<file path="src/hw/srwdt_pkg.sv">
// How it works
// - Power-on reset hold chosen by two bits: 50, 200, 400 or 800 ms.
// - Watchdog period chosen by two bits: 1.4 s, 200 ms, 25 ms or off.
// - Watchdog expiry at codes 00/01 holds reset about 200 ms.
// - Watchdog expiry at code 10 holds reset about 25 ms.
// - Nonvolatile write finishes within 10 ms after the ending stop.
// - Manual reset pulses shorter than 50 ns are ignored.
// - Manual reset activation reaches reset no sooner than 500 ns.
// - On supply loss the warning leads reset by about 500 ns.
// - Serial bus input glitches under 50 ns are rejected.
// - Wrong device select returns the bus to standby nine clocks after start.
`default_nettype none

package srwdt_pkg;

    // ----------------------------------------
    // Clock and time base
    // ----------------------------------------
    localparam int CLK_NS = 50;
    localparam int TICK_NS = 500000;
    localparam int TICK_CYC_DEF = TICK_NS / CLK_NS;
    localparam int TICK_W = 14;
    localparam int TICKS_PER_MS = 1000000 / TICK_NS;
    localparam int DLY_W = 12;

    // ----------------------------------------
    // Delays in ms and in ticks
    // ----------------------------------------
    localparam int POR_50_MS = 50;
    localparam int POR_200_MS = 200;
    localparam int POR_400_MS = 400;
    localparam int POR_800_MS = 800;
    localparam int WD_1400_MS = 1400;
    localparam int WD_200_MS = 200;
    localparam int WD_25_MS = 25;
    localparam int WD_RST_LONG_MS = 200;
    localparam int WD_RST_SHORT_MS = 25;
    localparam int NV_WC_TYP_MS = 5;
    localparam logic [DLY_W-1:0] POR_T0 = DLY_W'(POR_50_MS * TICKS_PER_MS);
    localparam logic [DLY_W-1:0] POR_T1 = DLY_W'(POR_200_MS * TICKS_PER_MS);
    localparam logic [DLY_W-1:0] POR_T2 = DLY_W'(POR_400_MS * TICKS_PER_MS);
    localparam logic [DLY_W-1:0] POR_T3 = DLY_W'(POR_800_MS * TICKS_PER_MS);
    localparam logic [DLY_W-1:0] WD_T0 = DLY_W'(WD_1400_MS * TICKS_PER_MS);
    localparam logic [DLY_W-1:0] WD_T1 = DLY_W'(WD_200_MS * TICKS_PER_MS);
    localparam logic [DLY_W-1:0] WD_T2 = DLY_W'(WD_25_MS * TICKS_PER_MS);
    localparam logic [DLY_W-1:0] WDR_LONG_T = DLY_W'(WD_RST_LONG_MS * TICKS_PER_MS);
    localparam logic [DLY_W-1:0] WDR_SHORT_T = DLY_W'(WD_RST_SHORT_MS * TICKS_PER_MS);
    localparam logic [DLY_W-1:0] NV_WC_T = DLY_W'(NV_WC_TYP_MS * TICKS_PER_MS);

    // ----------------------------------------
    // Short delays in cycles
    // ----------------------------------------
    localparam int MR_DLY_NS = 500;
    localparam int LOW_LEAD_NS = 500;
    localparam logic [3:0] MR_DLY_CYC = 4'((MR_DLY_NS + CLK_NS - 1) / CLK_NS);
    localparam logic [3:0] LOW_LEAD_CYC = 4'(LOW_LEAD_NS / CLK_NS);
    localparam logic [3:0] SEL_CLKS = 4'h9;

    // ----------------------------------------
    // Registers
    // ----------------------------------------
    localparam logic [11:0] CTRL_OFF = 12'h000;
    localparam logic [11:0] STAT_OFF = 12'h004;
    localparam logic [1:0] WD_OFF_CODE = 2'h3;
    localparam logic [1:0] WD_SHORT_CODE = 2'h2;

    typedef struct packed {
        logic wdog_period_sel_hi;
        logic wdog_period_sel_lo;
        logic por_delay_sel_hi;
        logic por_delay_sel_lo;
    } srwdt_ctrl_t;

    localparam srwdt_ctrl_t CTRL_RST = 4'hD;

    typedef enum logic [1:0] {
        ST_POR = 2'b00,
        ST_RUN = 2'b01,
        ST_WDR = 2'b11
    } srwdt_state_t;

endpackage : srwdt_pkg

`default_nettype wire

</file>
<file path="src/hw/srwdt_top.sv">
`default_nettype none

module srwdt_top
    import srwdt_pkg::*;
#(
    parameter int TICK_CYC = TICK_CYC_DEF
)
(
    input wire logic pclk,
    input wire logic presetn,
    input wire logic psel,
    input wire logic penable,
    input wire logic pwrite,
    input wire logic [11:0] paddr,
    input wire logic [31:0] pwdata,
    output logic [31:0] prdata,
    output logic pready,
    output logic pslverr,
    input wire logic supply_fail_in,
    input wire logic manual_reset_in_n,
    input wire logic wdog_restart_in,
    input wire logic scl_in,
    input wire logic sda_in,
    input wire logic sel_match_in,
    input wire logic wr_seq_in,
    output logic reset_out,
    output logic supply_low_warning,
    output logic nv_busy,
    output logic bus_active
);

    // ----------------------------------------
    // Input glitch filters
    // ----------------------------------------
    logic [2:0] raw;
    logic [2:0] last_ff;
    logic [2:0] filt_ff;
    logic [2:0] nxt_filt;
    assign raw = {manual_reset_in_n, sda_in, scl_in};

    // Output follows only values seen on two samples in a row
    always_comb
    begin
        for (int i = 0; i < 3; i++)
        begin
            nxt_filt[i] = (raw[i] == last_ff[i]) ? raw[i] : filt_ff[i];
        end
    end

    always_ff @(posedge pclk or negedge presetn)
    begin
        if (!presetn)
        begin
            last_ff <= 3'h7;
            filt_ff <= 3'h7;
        end
        else
        begin
            last_ff <= raw;
            filt_ff <= nxt_filt;
        end
    end

    // ----------------------------------------
    // Time base and short delays
    // ----------------------------------------
    logic [TICK_W-1:0] tick_cnt_ff;
    logic [TICK_W-1:0] nxt_tick_cnt;
    logic tick;
    logic [3:0] mr_cnt_ff;
    logic [3:0] nxt_mr_cnt;
    logic [3:0] low_cnt_ff;
    logic [3:0] nxt_low_cnt;
    logic warn_ff;
    logic mr_hit;
    logic low_hit;

    assign tick = (tick_cnt_ff == TICK_W'(TICK_CYC - 1));
    assign mr_hit = (mr_cnt_ff == MR_DLY_CYC);
    assign low_hit = (low_cnt_ff == LOW_LEAD_CYC);

    always_comb
    begin
        nxt_tick_cnt = tick ? '0 : tick_cnt_ff + 1'b1;
        nxt_mr_cnt = '0;
        if (!filt_ff[2])
        begin
            nxt_mr_cnt = mr_hit ? mr_cnt_ff : mr_cnt_ff + 1'b1;
        end
        nxt_low_cnt = '0;
        if (supply_fail_in)
        begin
            nxt_low_cnt = low_hit ? low_cnt_ff : low_cnt_ff + 1'b1;
        end
    end

    always_ff @(posedge pclk or negedge presetn)
    begin
        if (!presetn)
        begin
            tick_cnt_ff <= '0;
            mr_cnt_ff <= '0;
            low_cnt_ff <= '0;
            warn_ff <= 1'b0;
        end
        else
        begin
            tick_cnt_ff <= nxt_tick_cnt;
            mr_cnt_ff <= nxt_mr_cnt;
            low_cnt_ff <= nxt_low_cnt;
            warn_ff <= supply_fail_in;
        end
    end

    // ----------------------------------------
    // Reset sequencer and watchdog
    // ----------------------------------------
    srwdt_ctrl_t ctrl_ff;
    srwdt_state_t st_ff;
    srwdt_state_t nxt_st;
    logic [DLY_W-1:0] del_ff;
    logic [DLY_W-1:0] nxt_del;
    logic [DLY_W-1:0] wd_ff;
    logic [DLY_W-1:0] nxt_wd;
    logic kick_ff;
    logic wdr_flag_ff;
    logic nxt_wdr_flag;
    logic [DLY_W-1:0] por_lim;
    logic [DLY_W-1:0] wd_lim;
    logic [DLY_W-1:0] wdr_lim;
    logic [1:0] wd_code;
    logic hold;
    logic wd_exp;
    logic flag_clr;

    assign wd_code = {ctrl_ff.wdog_period_sel_hi, ctrl_ff.wdog_period_sel_lo};
    assign hold = mr_hit || low_hit;
    assign wd_exp = (wd_code != WD_OFF_CODE) && (wd_ff >= wd_lim);

    always_comb
    begin
        case ({ctrl_ff.por_delay_sel_hi, ctrl_ff.por_delay_sel_lo})
            2'h0: por_lim = POR_T0;
            2'h1: por_lim = POR_T1;
            2'h2: por_lim = POR_T2;
            default: por_lim = POR_T3;
        endcase
        case (wd_code)
            2'h0: wd_lim = WD_T0;
            2'h1: wd_lim = WD_T1;
            default: wd_lim = WD_T2;
        endcase
        wdr_lim = (wd_code == WD_SHORT_CODE) ? WDR_SHORT_T : WDR_LONG_T;
        nxt_st = st_ff;
        nxt_del = tick ? del_ff + 1'b1 : del_ff;
        nxt_wd = '0;
        nxt_wdr_flag = wdr_flag_ff && !flag_clr;
        case (st_ff)
            ST_POR:
            begin
                if (hold)
                begin
                    nxt_del = '0;
                end
                else if (del_ff >= por_lim)
                begin
                    nxt_st = ST_RUN;
                    nxt_del = '0;
                end
            end
            ST_RUN:
            begin
                nxt_wd = tick ? wd_ff + 1'b1 : wd_ff;
                if ((kick_ff != wdog_restart_in && wdog_restart_in) || wd_code == WD_OFF_CODE)
                begin
                    nxt_wd = '0;
                end
                nxt_del = '0;
                if (hold)
                begin
                    nxt_st = ST_POR;
                end
                else if (wd_exp)
                begin
                    nxt_st = ST_WDR;
                    nxt_wdr_flag = 1'b1;
                end
            end
            ST_WDR:
            begin
                if (hold)
                begin
                    nxt_st = ST_POR;
                    nxt_del = '0;
                end
                else if (del_ff >= wdr_lim)
                begin
                    nxt_st = ST_RUN;
                    nxt_del = '0;
                end
            end
            default:
            begin
                nxt_st = ST_POR;
                nxt_del = '0;
            end
        endcase
    end

    always_ff @(posedge pclk or negedge presetn)
    begin
        if (!presetn)
        begin
            st_ff <= ST_POR;
            del_ff <= '0;
            wd_ff <= '0;
            kick_ff <= 1'b0;
            wdr_flag_ff <= 1'b0;
            reset_out <= 1'b1;
        end
        else
        begin
            st_ff <= nxt_st;
            del_ff <= nxt_del;
            wd_ff <= nxt_wd;
            kick_ff <= wdog_restart_in;
            wdr_flag_ff <= nxt_wdr_flag;
            reset_out <= (nxt_st != ST_RUN);
        end
    end

    assign supply_low_warning = warn_ff;

    // ----------------------------------------
    // Serial bus activity and write cycle
    // ----------------------------------------
    logic scl_d_ff;
    logic sda_d_ff;
    logic act_ff;
    logic nxt_act;
    logic [3:0] clk_cnt_ff;
    logic [3:0] nxt_clk_cnt;
    logic [DLY_W-1:0] nv_ff;
    logic [DLY_W-1:0] nxt_nv;
    logic start_det;
    logic stop_det;
    logic scl_rise;

    assign start_det = filt_ff[0] && scl_d_ff && sda_d_ff && !filt_ff[1];
    assign stop_det = filt_ff[0] && scl_d_ff && !sda_d_ff && filt_ff[1];
    assign scl_rise = filt_ff[0] && !scl_d_ff;

    always_comb
    begin
        nxt_act = act_ff;
        nxt_clk_cnt = clk_cnt_ff;
        nxt_nv = (nv_ff != '0 && tick) ? nv_ff - 1'b1 : nv_ff;
        if (start_det)
        begin
            nxt_act = 1'b1;
            nxt_clk_cnt = '0;
        end
        else if (stop_det)
        begin
            nxt_act = 1'b0;
            if (act_ff && wr_seq_in)
            begin
                nxt_nv = NV_WC_T;
            end
        end
        else if (act_ff && scl_rise && clk_cnt_ff != SEL_CLKS)
        begin
            nxt_clk_cnt = clk_cnt_ff + 1'b1;
            if (clk_cnt_ff + 1'b1 == SEL_CLKS && !sel_match_in)
            begin
                nxt_act = 1'b0;
            end
        end
    end

    always_ff @(posedge pclk or negedge presetn)
    begin
        if (!presetn)
        begin
            scl_d_ff <= 1'b1;
            sda_d_ff <= 1'b1;
            act_ff <= 1'b0;
            clk_cnt_ff <= '0;
            nv_ff <= '0;
            nv_busy <= 1'b0;
        end
        else
        begin
            scl_d_ff <= filt_ff[0];
            sda_d_ff <= filt_ff[1];
            act_ff <= nxt_act;
            clk_cnt_ff <= nxt_clk_cnt;
            nv_ff <= nxt_nv;
            nv_busy <= (nxt_nv != '0);
        end
    end

    assign bus_active = act_ff;

    // ----------------------------------------
    // APB registers
    // ----------------------------------------
    srwdt_ctrl_t nxt_ctrl;
    logic [31:0] nxt_rdata;
    logic acc;
    logic hit_ctrl;
    logic hit_stat;

    assign acc = psel && penable;
    assign hit_ctrl = (paddr == CTRL_OFF);
    assign hit_stat = (paddr == STAT_OFF);
    assign pready = 1'b1;
    assign pslverr = acc && !hit_ctrl && !hit_stat;
    assign flag_clr = acc && pwrite && hit_stat && pwdata[4];

    always_comb
    begin
        nxt_ctrl = ctrl_ff;
        if (acc && pwrite && hit_ctrl)
        begin
            nxt_ctrl = srwdt_ctrl_t'(pwdata[3:0]);
        end
        nxt_rdata = '0;
        if (psel && !penable && !pwrite && hit_ctrl)
        begin
            nxt_rdata = {28'h0, ctrl_ff};
        end
        else if (psel && !penable && !pwrite && hit_stat)
        begin
            nxt_rdata = {27'h0, wdr_flag_ff, act_ff, nv_busy, warn_ff, reset_out};
        end
    end

    always_ff @(posedge pclk or negedge presetn)
    begin
        if (!presetn)
        begin
            ctrl_ff <= CTRL_RST;
            prdata <= '0;
        end
        else
        begin
            ctrl_ff <= nxt_ctrl;
            prdata <= nxt_rdata;
        end
    end

endmodule : srwdt_top

`default_nettype wire

</file>
<file path="config.mk">
export PLATFORM = sky130hd
export DESIGN_NAME = srwdt_top
export DESIGN_NICKNAME = d
export VERILOG_FILES = /design/src/hw/srwdt_pkg.sv /design/src/hw/srwdt_top.sv
export SDC_FILE = /design/constraint.sdc
export NUM_CORES = 1
export LEC_CHECK = 0
export BUFFER_PORTS_ARGS = -buffer_cell sky130_fd_sc_hd__buf_2
export CORE_AREA = 2 2 85 127
export CTS_CLUSTER_DIAMETER = 40
export DETAILED_ROUTE_END_ITERATION = 7
export DIE_AREA = 0 0 87 129
export PLACE_DENSITY = 0.72
export REMOVE_ABC_BUFFERS = 1
export SYNTH_ARGS = -nofsm -noshare
export SYNTH_HDL_FRONTEND = slang
export SYNTH_SLANG_ARGS = --single-unit
</file>
<file path="constraint.sdc">
create_clock -name pclk -period 2.9 [get_ports pclk]
set_clock_uncertainty 0.1 [all_clocks]
set_input_delay 0.435 -clock pclk [delete_from_list [all_inputs] [get_ports pclk]]
set_output_delay 0.435 -clock pclk [all_outputs]
set_load 0.005 [all_outputs]
</file>
Word level (Yosys, flattened, before mapping)
Index checks and enable logic that the tools add are counted.
Word-level totals
  register bits after elaboration: 114
  output and inout bits: 38
  input port bits: 56
Cells by class
  mux-type cells: 40
  equality and inequality tests: 23
  $add $sub $neg: 7
  reduce and logical (&&, ||, !) cells: 47
  magnitude comparators: 3
Operators by type and width (number)
  2-to-1 mux 12 bit: 12
  case mux 12 bit (2 select lines): 2
  case mux 11 bit (3 select lines): 1
  2-to-1 mux 4 bit: 7
  logical AND 1 bit: 25
  adder 12 x 1 -> 12 bit, second input constant: 2
  greater-or-equal comparator 12 bit: 2
  nonzero test 12 bit: 2
  adder 14 x 1 -> 14 bit, second input constant: 1
  equality test 14 bit, second input constant: 1
  2-to-1 mux 14 bit: 1
  adder 4 x 1 -> 4 bit, second input constant: 3
  equality test 12 x 3 -> 1 bit, second input constant: 1
  equality test 4 bit, second input constant: 3
  greater-or-equal comparator 12 x 9 -> 1 bit: 1
  zero test 12 bit: 1
  2-to-1 mux 2 bit: 6
  subtractor 12 x 1 -> 12 bit, second input constant: 1
  2-to-1 mux 5 bit: 2
  zero test 1 bit: 9
  2-to-1 mux 9 bit: 1
  equality test 2 bit, second input constant: 4
  != test 2 bit, second input constant: 4
  2-to-1 mux 1 bit: 7
  other kinds (12): 21

Depth between registers and ports, before layout
Gate-level depths: netlist (run 1).
  depth after elaboration: 9
  gate-level depth with buffers: 12
  gate-level depth less buffers: 11

Worst setup path after synthesis (run 1)
Ideal clock, no wire load.
  path kind: reg-to-reg
  from: register ctrl_ff[0] (netlist name)
  to: register del_ff[10]
  setup time: 0.072 ns
  slack: 0.334 ns
  cell stages (with the launch flop): 13
  required time: 2.728 ns
  arrival: 2.393 ns
  path through: dfstp_2 inv_1 ha_1 o21ai_0 ha_1 a21o_1 a21o_1 a211oi_1 o21ai_0 o21ai_0 nand2_1 clkbuf_1 nor2_1
Between the ends
  word-level cells in the longest chain between the ends: 6
  elaborated cells on any way between the ends: 8
  those cells by class: 1 x order compare; 2 x eq/ne; 4 x mux; 1 x reduce/logical
RTL lines
  from (decl): RTL line srwdt_top.sv:118  | srwdt_ctrl_t ctrl_ff;
  from (signal assigned): RTL line srwdt_top.sv:348  | ctrl_ff <= nxt_ctrl;
  equality test 2 bit, or another cell as far along: RTL line srwdt_top.sv:142  | case ({ctrl_ff.por_delay_sel_hi, ctrl_ff.por_delay_sel_lo})
  case mux 11 bit (3 select lines) *: RTL line srwdt_top.sv:142
  greater-or-equal comparator 12 bit *: RTL line srwdt_top.sv:165  | else if (del_ff >= por_lim)
  2-to-1 mux 12 bit *: RTL line srwdt_top.sv:165
  2-to-1 mux 12 bit *: RTL line srwdt_top.sv:161  | if (hold)
  case mux 12 bit (2 select lines) *: RTL line srwdt_top.sv:158  | case (st_ff)
  named net nxt_del[10]: RTL line srwdt_top.sv:122  | logic [DLY_W-1:0] nxt_del;
  to (signal assigned): RTL line srwdt_top.sv:224  | del_ff <= nxt_del;
  to (decl): RTL line srwdt_top.sv:121  | logic [DLY_W-1:0] del_ff;
Mark *: on every way through the listed nets, which the timed path passes. The rest lies on a longest branch.
A chain may end at the register's enable or synchronous reset.

Worst setup path after layout (run 1)
Ends and elaborated chain as after synthesis.

==> summary.txt, run 1 <==
CTS
  • Htree depth: 3
  • Total CTS buffers: 9
  • CTS Root Cell: clkbuf_16
  • Worst-case clock buffer depth: 2
  • CTS clk-pin slew, worst paths: 70 ps
  • CTS tree: built
  • Post-CTS Setup Inserts: 0
  • Skew-Pair Late Insertion Delay: 340 ps
  • CTS Sinks: 87

Place
  • GPL Wtd Cong: 0.873
  • PortBufs: 38
  • DP Area: 0.00524 mm2
  • Hpwl dp: 6940 um
  • DP Worst Slack: -6.85 ps

Final layout
  • Most frequent cells in the layout: dfrtp_1 (75), nor2_1 (66), ha_1 (40), buf_2 (37)
  • Share of layout cells above drive strength 1: 0.160
  • Area Overhead vs Synth: 12.5%
  • Most common cell after layout, fill and taps aside: dfrtp_1
  • Post-layout instance area: 0.00558 mm2
  • Filler cell count: roughly 900
  • Net count, final: 648
  • Ant diodes: 0
  • Layout Utilization: 0.554

Yosys
  • Most used DFF post-synth: dfrtp_1
  • #FFs+latches synth: slightly below 90
  • Ys async rst share: 1.00
  • Cell Area, Synth: 0.00496 mm2
  • Syn Inst Count: 504
  • Post-synth top area share: 0.378
  • Count of unique library cells instantiated by Yosys: 58
  • Syn Area/Cell: 9.84 um2
  • Post-synth EDFFs: 0
  • Largest area contributor in the netlist: dfrtp_1
  • Seq/Total Area, Yosys: 0.442
  • Yosys warnings: 0
  • Synth top area cells: dfrtp_1 (38%), ha_1 (10%), dfstp_2 (6.4%), nor2_1 (5.0%), buf_4 (4.2%)

Critical path
  • Startpoint types: flop
  • FF-to-FF Start: ctrl_ff[0]
  • Worst Setup End Kind: flop
  • Setup slack, reg-to-reg: 160 ps
  • RR Endpoint: del_ff[10]
  • Worst-path fanout max: 6
  • Reg2reg path depth: 11
  • Kind of critical path: reg -> reg
  • Worst endpoint required time: between 3000 and 4000 ps
  • Critical path arrival: 2910 ps

Global route
  • Total gr overflow: 0
  • Largest net degree at the start of global routing: 51
  • GR Util All Layers: 0.184
  • Vias in the first global route: 3750
  • Global-route wire length before repair: 16300 um
  • Antenna violations before repair: 0

STA
  • Final Critical Period: 2740 ps
  • Max Slew Vio Count: 0
  • Final Cycle Share: 0.945
  • Slew @ Worst Pin: 646 ps
  • RSZ-0062 raised after global routing: false
  • Hold_ws: 14.4 ps
  • Hold Fails Final Rpt: 0
  • Max Freq: between 300 and 400 MHz
  • Worst rel slew slack: 0.570
  • Worst setup margin: about 160 ps
  • Setup violations, final: 0

Route
  • Router iterations before antenna repair: 4
  • Routed Antenna Nets: 0
  • Final wirelength: between 9000 and 10000 um
  • Via density: 5.43
  • Vias: 3661
  • Avg WL per Cell: 14.3 um
  • DRC: 0
  • Starting DRT DRC Count: 138

Power
  • Worst VDD drop: 0.374 mV
  • P_leak: 2.71 nW
  • Pwr Density: approximately 540 mW/mm2
  • Design Power: 0.00304 W

Floorplan
  • Die W: 87 um
  • Die Span Y: 129 um
  • Row count: 45
  • Die ar.: 0.0112 mm2
  • Starting density of the core: 0.492
  • Core Box Area: between 0.01 and 0.015 mm2
  • IO Pins: 94

Run
  • Max-cap violations: 0

Status
  • Run status: finished, final reports clean

Min path
  • Hold WC Path Type: in -> async
[where the power goes]
group / switching (W) / internal (W) / total, W
Sequential: 0.000130 / 0.00133 / 0.00146
Combinational: 0.000182 / 0.000155 / 0.000337
Clock: 0.000481 / 0.000761 / 0.00124
Total: 0.000793 / 0.00224 / 0.00304
[cell families after synthesis]
kind of cell	synth area share
compound gates	0.0787
xor+xnor	0.0759
fa+ha+maj	0.107
buf+inv	0.0686
flops	0.442
mux	0.0267
other cells	0.00151
simple gates	0.200
[sequential cells by signal, summed over array words and instances (netlist names), 2 cells and up]
signal,count
tick_cnt_ff,14
del_ff,12
nv_ff,12
wd_ff,12
prdata,5
clk_cnt_ff,4
ctrl_ff,4
low_cnt_ff,4
mr_cnt_ff,4
filt_ff,3
last_ff,3
st_ff,2
[how the worst max path moves through the flow]
stage                     from    endpoint  cells past startpoint
global placement    ctrl_ff[0]   del_ff[0]                     11
detailed placement  ctrl_ff[0]  del_ff[10]                     11
global route        ctrl_ff[0]   del_ff[1]                     11
floorplan           ctrl_ff[0]   del_ff[0]                     11
CTS                 ctrl_ff[0]  del_ff[10]                     11
finish              ctrl_ff[0]  del_ff[10]                     11
[layout make-up]
| type | count | area (um2) | area share |
|---|---|---|---|
| clock buffer | 10 | 229 | 0.0410 |
| clock inverter | 6 | 91.3 | 0.0164 |
| inverter | 26 | 97.6 | 0.0175 |
| multi-input combinational | 382 | 2550 | 0.456 |
| sequential | 87 | 2190 | 0.393 |
| tap | 117 | 146 | 0.0262 |
| timing repair buffer | 46 | 278 | 0.0498 |
[synthesized netlist by cell type (11+ instances only)]
cell type and count:
buf_4 28, xor2_1 23, nor2_1 66, xnor2_1 20
dfrtp_1 75, mux2i_1 11, o21ai_0 20, dfstp_2 12
a21oi_1 11, ha_1 40, inv_1 26, nand2_1 29
nand4_1 15, nand3_1 23
[worst max-delay path: stages (launching register included)]
cell,delay [ps]
dfstp_2,530
inv_1,70
ha_1,230
o21ai_0,180
ha_1,270
a21o_1,160
a21o_1,190
a211oi_2,260
o21ai_2,110
o21ai_2,250
nand2_2,160
nor2_1,160
[repair_timing]
action / CTS / global route
gates resized for setup: 1 / 6
cloned: 0 / 1
setup endpoints to repair: 1 / 15
hold buffers: 0 / 0
pin swaps: 0 / 3
hold endpoints to repair: 0 / 0
[through the flow]
stage                     std cells  TNS (ps)
after floorplan                 494         0
final                           674         0
after global routing            674         0
after global placement          657         0
after CTS                       673         0
after detailed placement        657     -6.85
[routing by layer]
metal  share of wire  global-route usage  vias to the layer above
met5               0                   0                        -
met4           0.026              0.0809                        0
met3           0.045              0.0481                       23
met2            0.53               0.330                       84
met1            0.40               0.199                     1770
li1                -                   -                     1784
(Power assumes the default switching activity.)
==> run 2, diff against run 1 <==
--- a/config.mk
+++ b/config.mk
@@ -6,11 +6,11 @@
 export NUM_CORES = 1
 export LEC_CHECK = 0
 export BUFFER_PORTS_ARGS = -buffer_cell sky130_fd_sc_hd__buf_2
-export CORE_AREA = 2 2 85 127
+export CORE_AREA = 2 2 80 121
 export CTS_CLUSTER_DIAMETER = 40
 export DETAILED_ROUTE_END_ITERATION = 7
-export DIE_AREA = 0 0 87 129
-export PLACE_DENSITY = 0.72
+export DIE_AREA = 0 0 82 123
+export PLACE_DENSITY = 0.79
 export REMOVE_ABC_BUFFERS = 1
 export SYNTH_ARGS = -nofsm -noshare
 export SYNTH_HDL_FRONTEND = slang
==> summary.txt, run 2 (synthesis gave the netlist of run 1 again) <==
Critical path
  • Crit path max-delay cell type: or4_1
  • FF-to-FF Start: nv_ff[3]
  • Worst endpoint required time: 3010 ps (-60 ps)
  • RR Endpoint: nv_busy
  • Setup slack, reg-to-reg: 160 ps (about the same)
  • Startpoint types: flop
  • Kind of critical path: reg -> reg
  • Buf/Inv on CP: 0 (-1)
  • Critical path arrival: 2850 ps (-60 ps)
  • Reg2reg path depth: 7 (-4)
  • Crit path max-delay family: simple AND/OR/NAND/NOR gates
  • Worst Setup End Kind: flop
  • Worst-path fanout max: 8 (+2)
  • Critical-path cell list: or4_1 -> or4b_4 -> nand3_2 -> xor2_1 -> nand2b_1 -> nor4_2 -> nand3_1
  • CP peak stage delay: 700 ps (+170 ps)

Place
  • GPL Wtd Cong: 0.934 (+7.0%)
  • Hpwl dp: 7020 um (+1.2%)
  • PortBufs: 38 (unchanged)

Status
  • Run status: finished, final reports clean

CTS
  • CTS tree: built
  • CTS Sinks: 87 (unchanged)
  • CTS Root Cell: clkbuf_16
  • Skew-Pair Late Insertion Delay: 340 ps (about the same)
  • CTS clk-pin slew, worst paths: 60 ps (about the same)
  • Worst-case clock buffer depth: 2 (unchanged)
  • Total CTS buffers: 9 (unchanged)
  • Htree depth: 3 (unchanged)

Floorplan
  • Row count: 43 (-4.4%)
  • Starting density of the core: 0.549 (+0.0566)
  • Core Box Area: 0.00904 mm2 (-10%)
  • Die Span Y: 123 um (-4.7%)
  • Die ar.: 0.0101 mm2 (-10%)
  • IO Pins: 94 (unchanged)
  • Die W: 82 um (-5.7%)

STA
  • Max Freq: 365 MHz (about the same)
  • Hold Fails Final Rpt: 0 (unchanged)
  • Max Slew Vio Count: 0 (unchanged)
  • Slew @ Worst Pin: 729 ps (+82.9 ps)
  • Setup violations, final: 0 (unchanged)
  • Worst rel slew slack: 0.511 (-0.0590)
  • Sum of negative setup slack: 0 ps (unchanged)
  • Hold_ws: 5.96 ps (-8.49 ps)
  • Final Cycle Share: 0.946 (about the same)
  • Final Critical Period: 2740 ps (+0.862 ps)
  • RSZ-0062 raised after global routing: false

Global route
  • Largest net degree at the start of global routing: 51 (unchanged)
  • GR Util All Layers: 0.204 (+0.0207)
  • Antenna violations before repair: 0 (unchanged)
  • Total gr overflow: 0 (unchanged)
  • Global-route wire length before repair: 15800 um (-2.9%)
  • Vias in the first global route: 3655 (-2.5%)

Power
  • Worst VDD drop: 0.377 mV (+0.64%)
  • P_leak: 2.72 nW (+0.39%)
  • Pwr Density: 563 mW/mm2 (+3.5%)

Final layout
  • Share of layout cells above drive strength 1: 0.163 (+0.00330)
  • Most frequent cells in the layout: dfrtp_1 (75), nor2_1 (66), ha_1 (40), buf_2 (37)
  • Most common cell after layout, fill and taps aside: dfrtp_1
  • Net count, final: 649 (+0.15%)
  • Ant diodes: 0 (unchanged)
  • Biggest register: tick_cnt_ff
  • Area Overhead vs Synth: 12.9%
  • Max FFs per register: 14 (unchanged)

Route
  • Routed Antenna Nets: 0 (unchanged)
  • DRC: 0 (unchanged)
  • Router iterations before antenna repair: 4 (unchanged)
  • Via density: 5.54 (+2.0%)
  • Avg WL per Cell: 14.4 um (+0.59%)
  • Starting DRT DRC Count: 122 (-12%)
  • Vias: 3711 (+1.4%)
  • Final wirelength: 9660 um (about the same)

Min path
  • Hold WC Path Type: in -> async

Run
  • Max-cap violations: 0 (unchanged)
## run 2: cell count changes in the layout (fill, tap and decap cells not counted), sizes merged
cell | previous run | this run
clkinv | 2 | 0
buf | 46 | 47
bufinv | 2 | 3
clkbuf | 10 | 9
clkinvlp | 0 | 1
inv | 28 | 29
## run 2: per-layer routing
metal  GRT usage  share of wire
met5           0              0
met4      0.0938          0.026
met3      0.0380          0.032
met2       0.377           0.55
met1       0.219           0.39
## run 2: where the power goes
group	switching, W	total (W)	internal (W)	leakage (nW)
clock	0.000493	0.00135	0.000853	0.169
sequential	0.000134	0.00146	0.00133	1.11
combinational	0.000189	0.000344	0.000156	1.44
## run 2: worst max-delay path by stage
stage,depth (start not counted),end,slack [ps],startpoint
6_report,7,nv_busy,160,nv_ff[3]
5_1_grt,7,nv_busy,1,nv_ff[3]
4_1_cts,11,del_ff[4],20,ctrl_ff[0]
3_5_place_dp,11,del_ff[4],30,ctrl_ff[0]
3_3_place_gp,11,del_ff[4],110,ctrl_ff[0]
2_1_floorplan,11,del_ff[0],390,ctrl_ff[0]
## run 2: through the flow
stage | util | power [W] | area, um2 | instances | setup slack, ps
after floorplan | - | 0.00168 | 4810 | 494 | 390
after global placement | 0.578 | 0.00178 | 5230 | 653 | 113
after detailed placement | 0.578 | 0.00182 | 5230 | 653 | 29.8
after CTS | 0.617 | 0.00317 | 5580 | 669 | 20.1
after global routing | 0.620 | 0.00330 | 5600 | 670 | 1.33
final | 0.620 | 0.00315 | 5600 | 670 | 158
## run 2: what timing repair did
item                                    in CTS  in global routing
endpoints found under the setup margin       0                 12
endpoints found under the hold margin        0                  0
buffers inserted                             0                  0
hold buffers                                 0                  0
gates resized for setup                      0                  7
## run 2: layout make-up
class                           instances  area [um2]
Timing Repair Buffer                   47         273
Sequential cell                        87        2190
Multi-Input combinational cell        382        2550
Tap cell                              112         140
Clock buffer                            9         225
Inverter                               26        97.6
Fill cell                             724        3440
Clock inverter                          7         126
## run 2: worst register-to-register path: stages (launching register included)
cell and delay, ps:
dfrtp_1 440, or4_1 700, or4b_4 590, nand3_2 140
xor2_1 180, nand2b_1 110, nor4_2 250, nand3_1 120
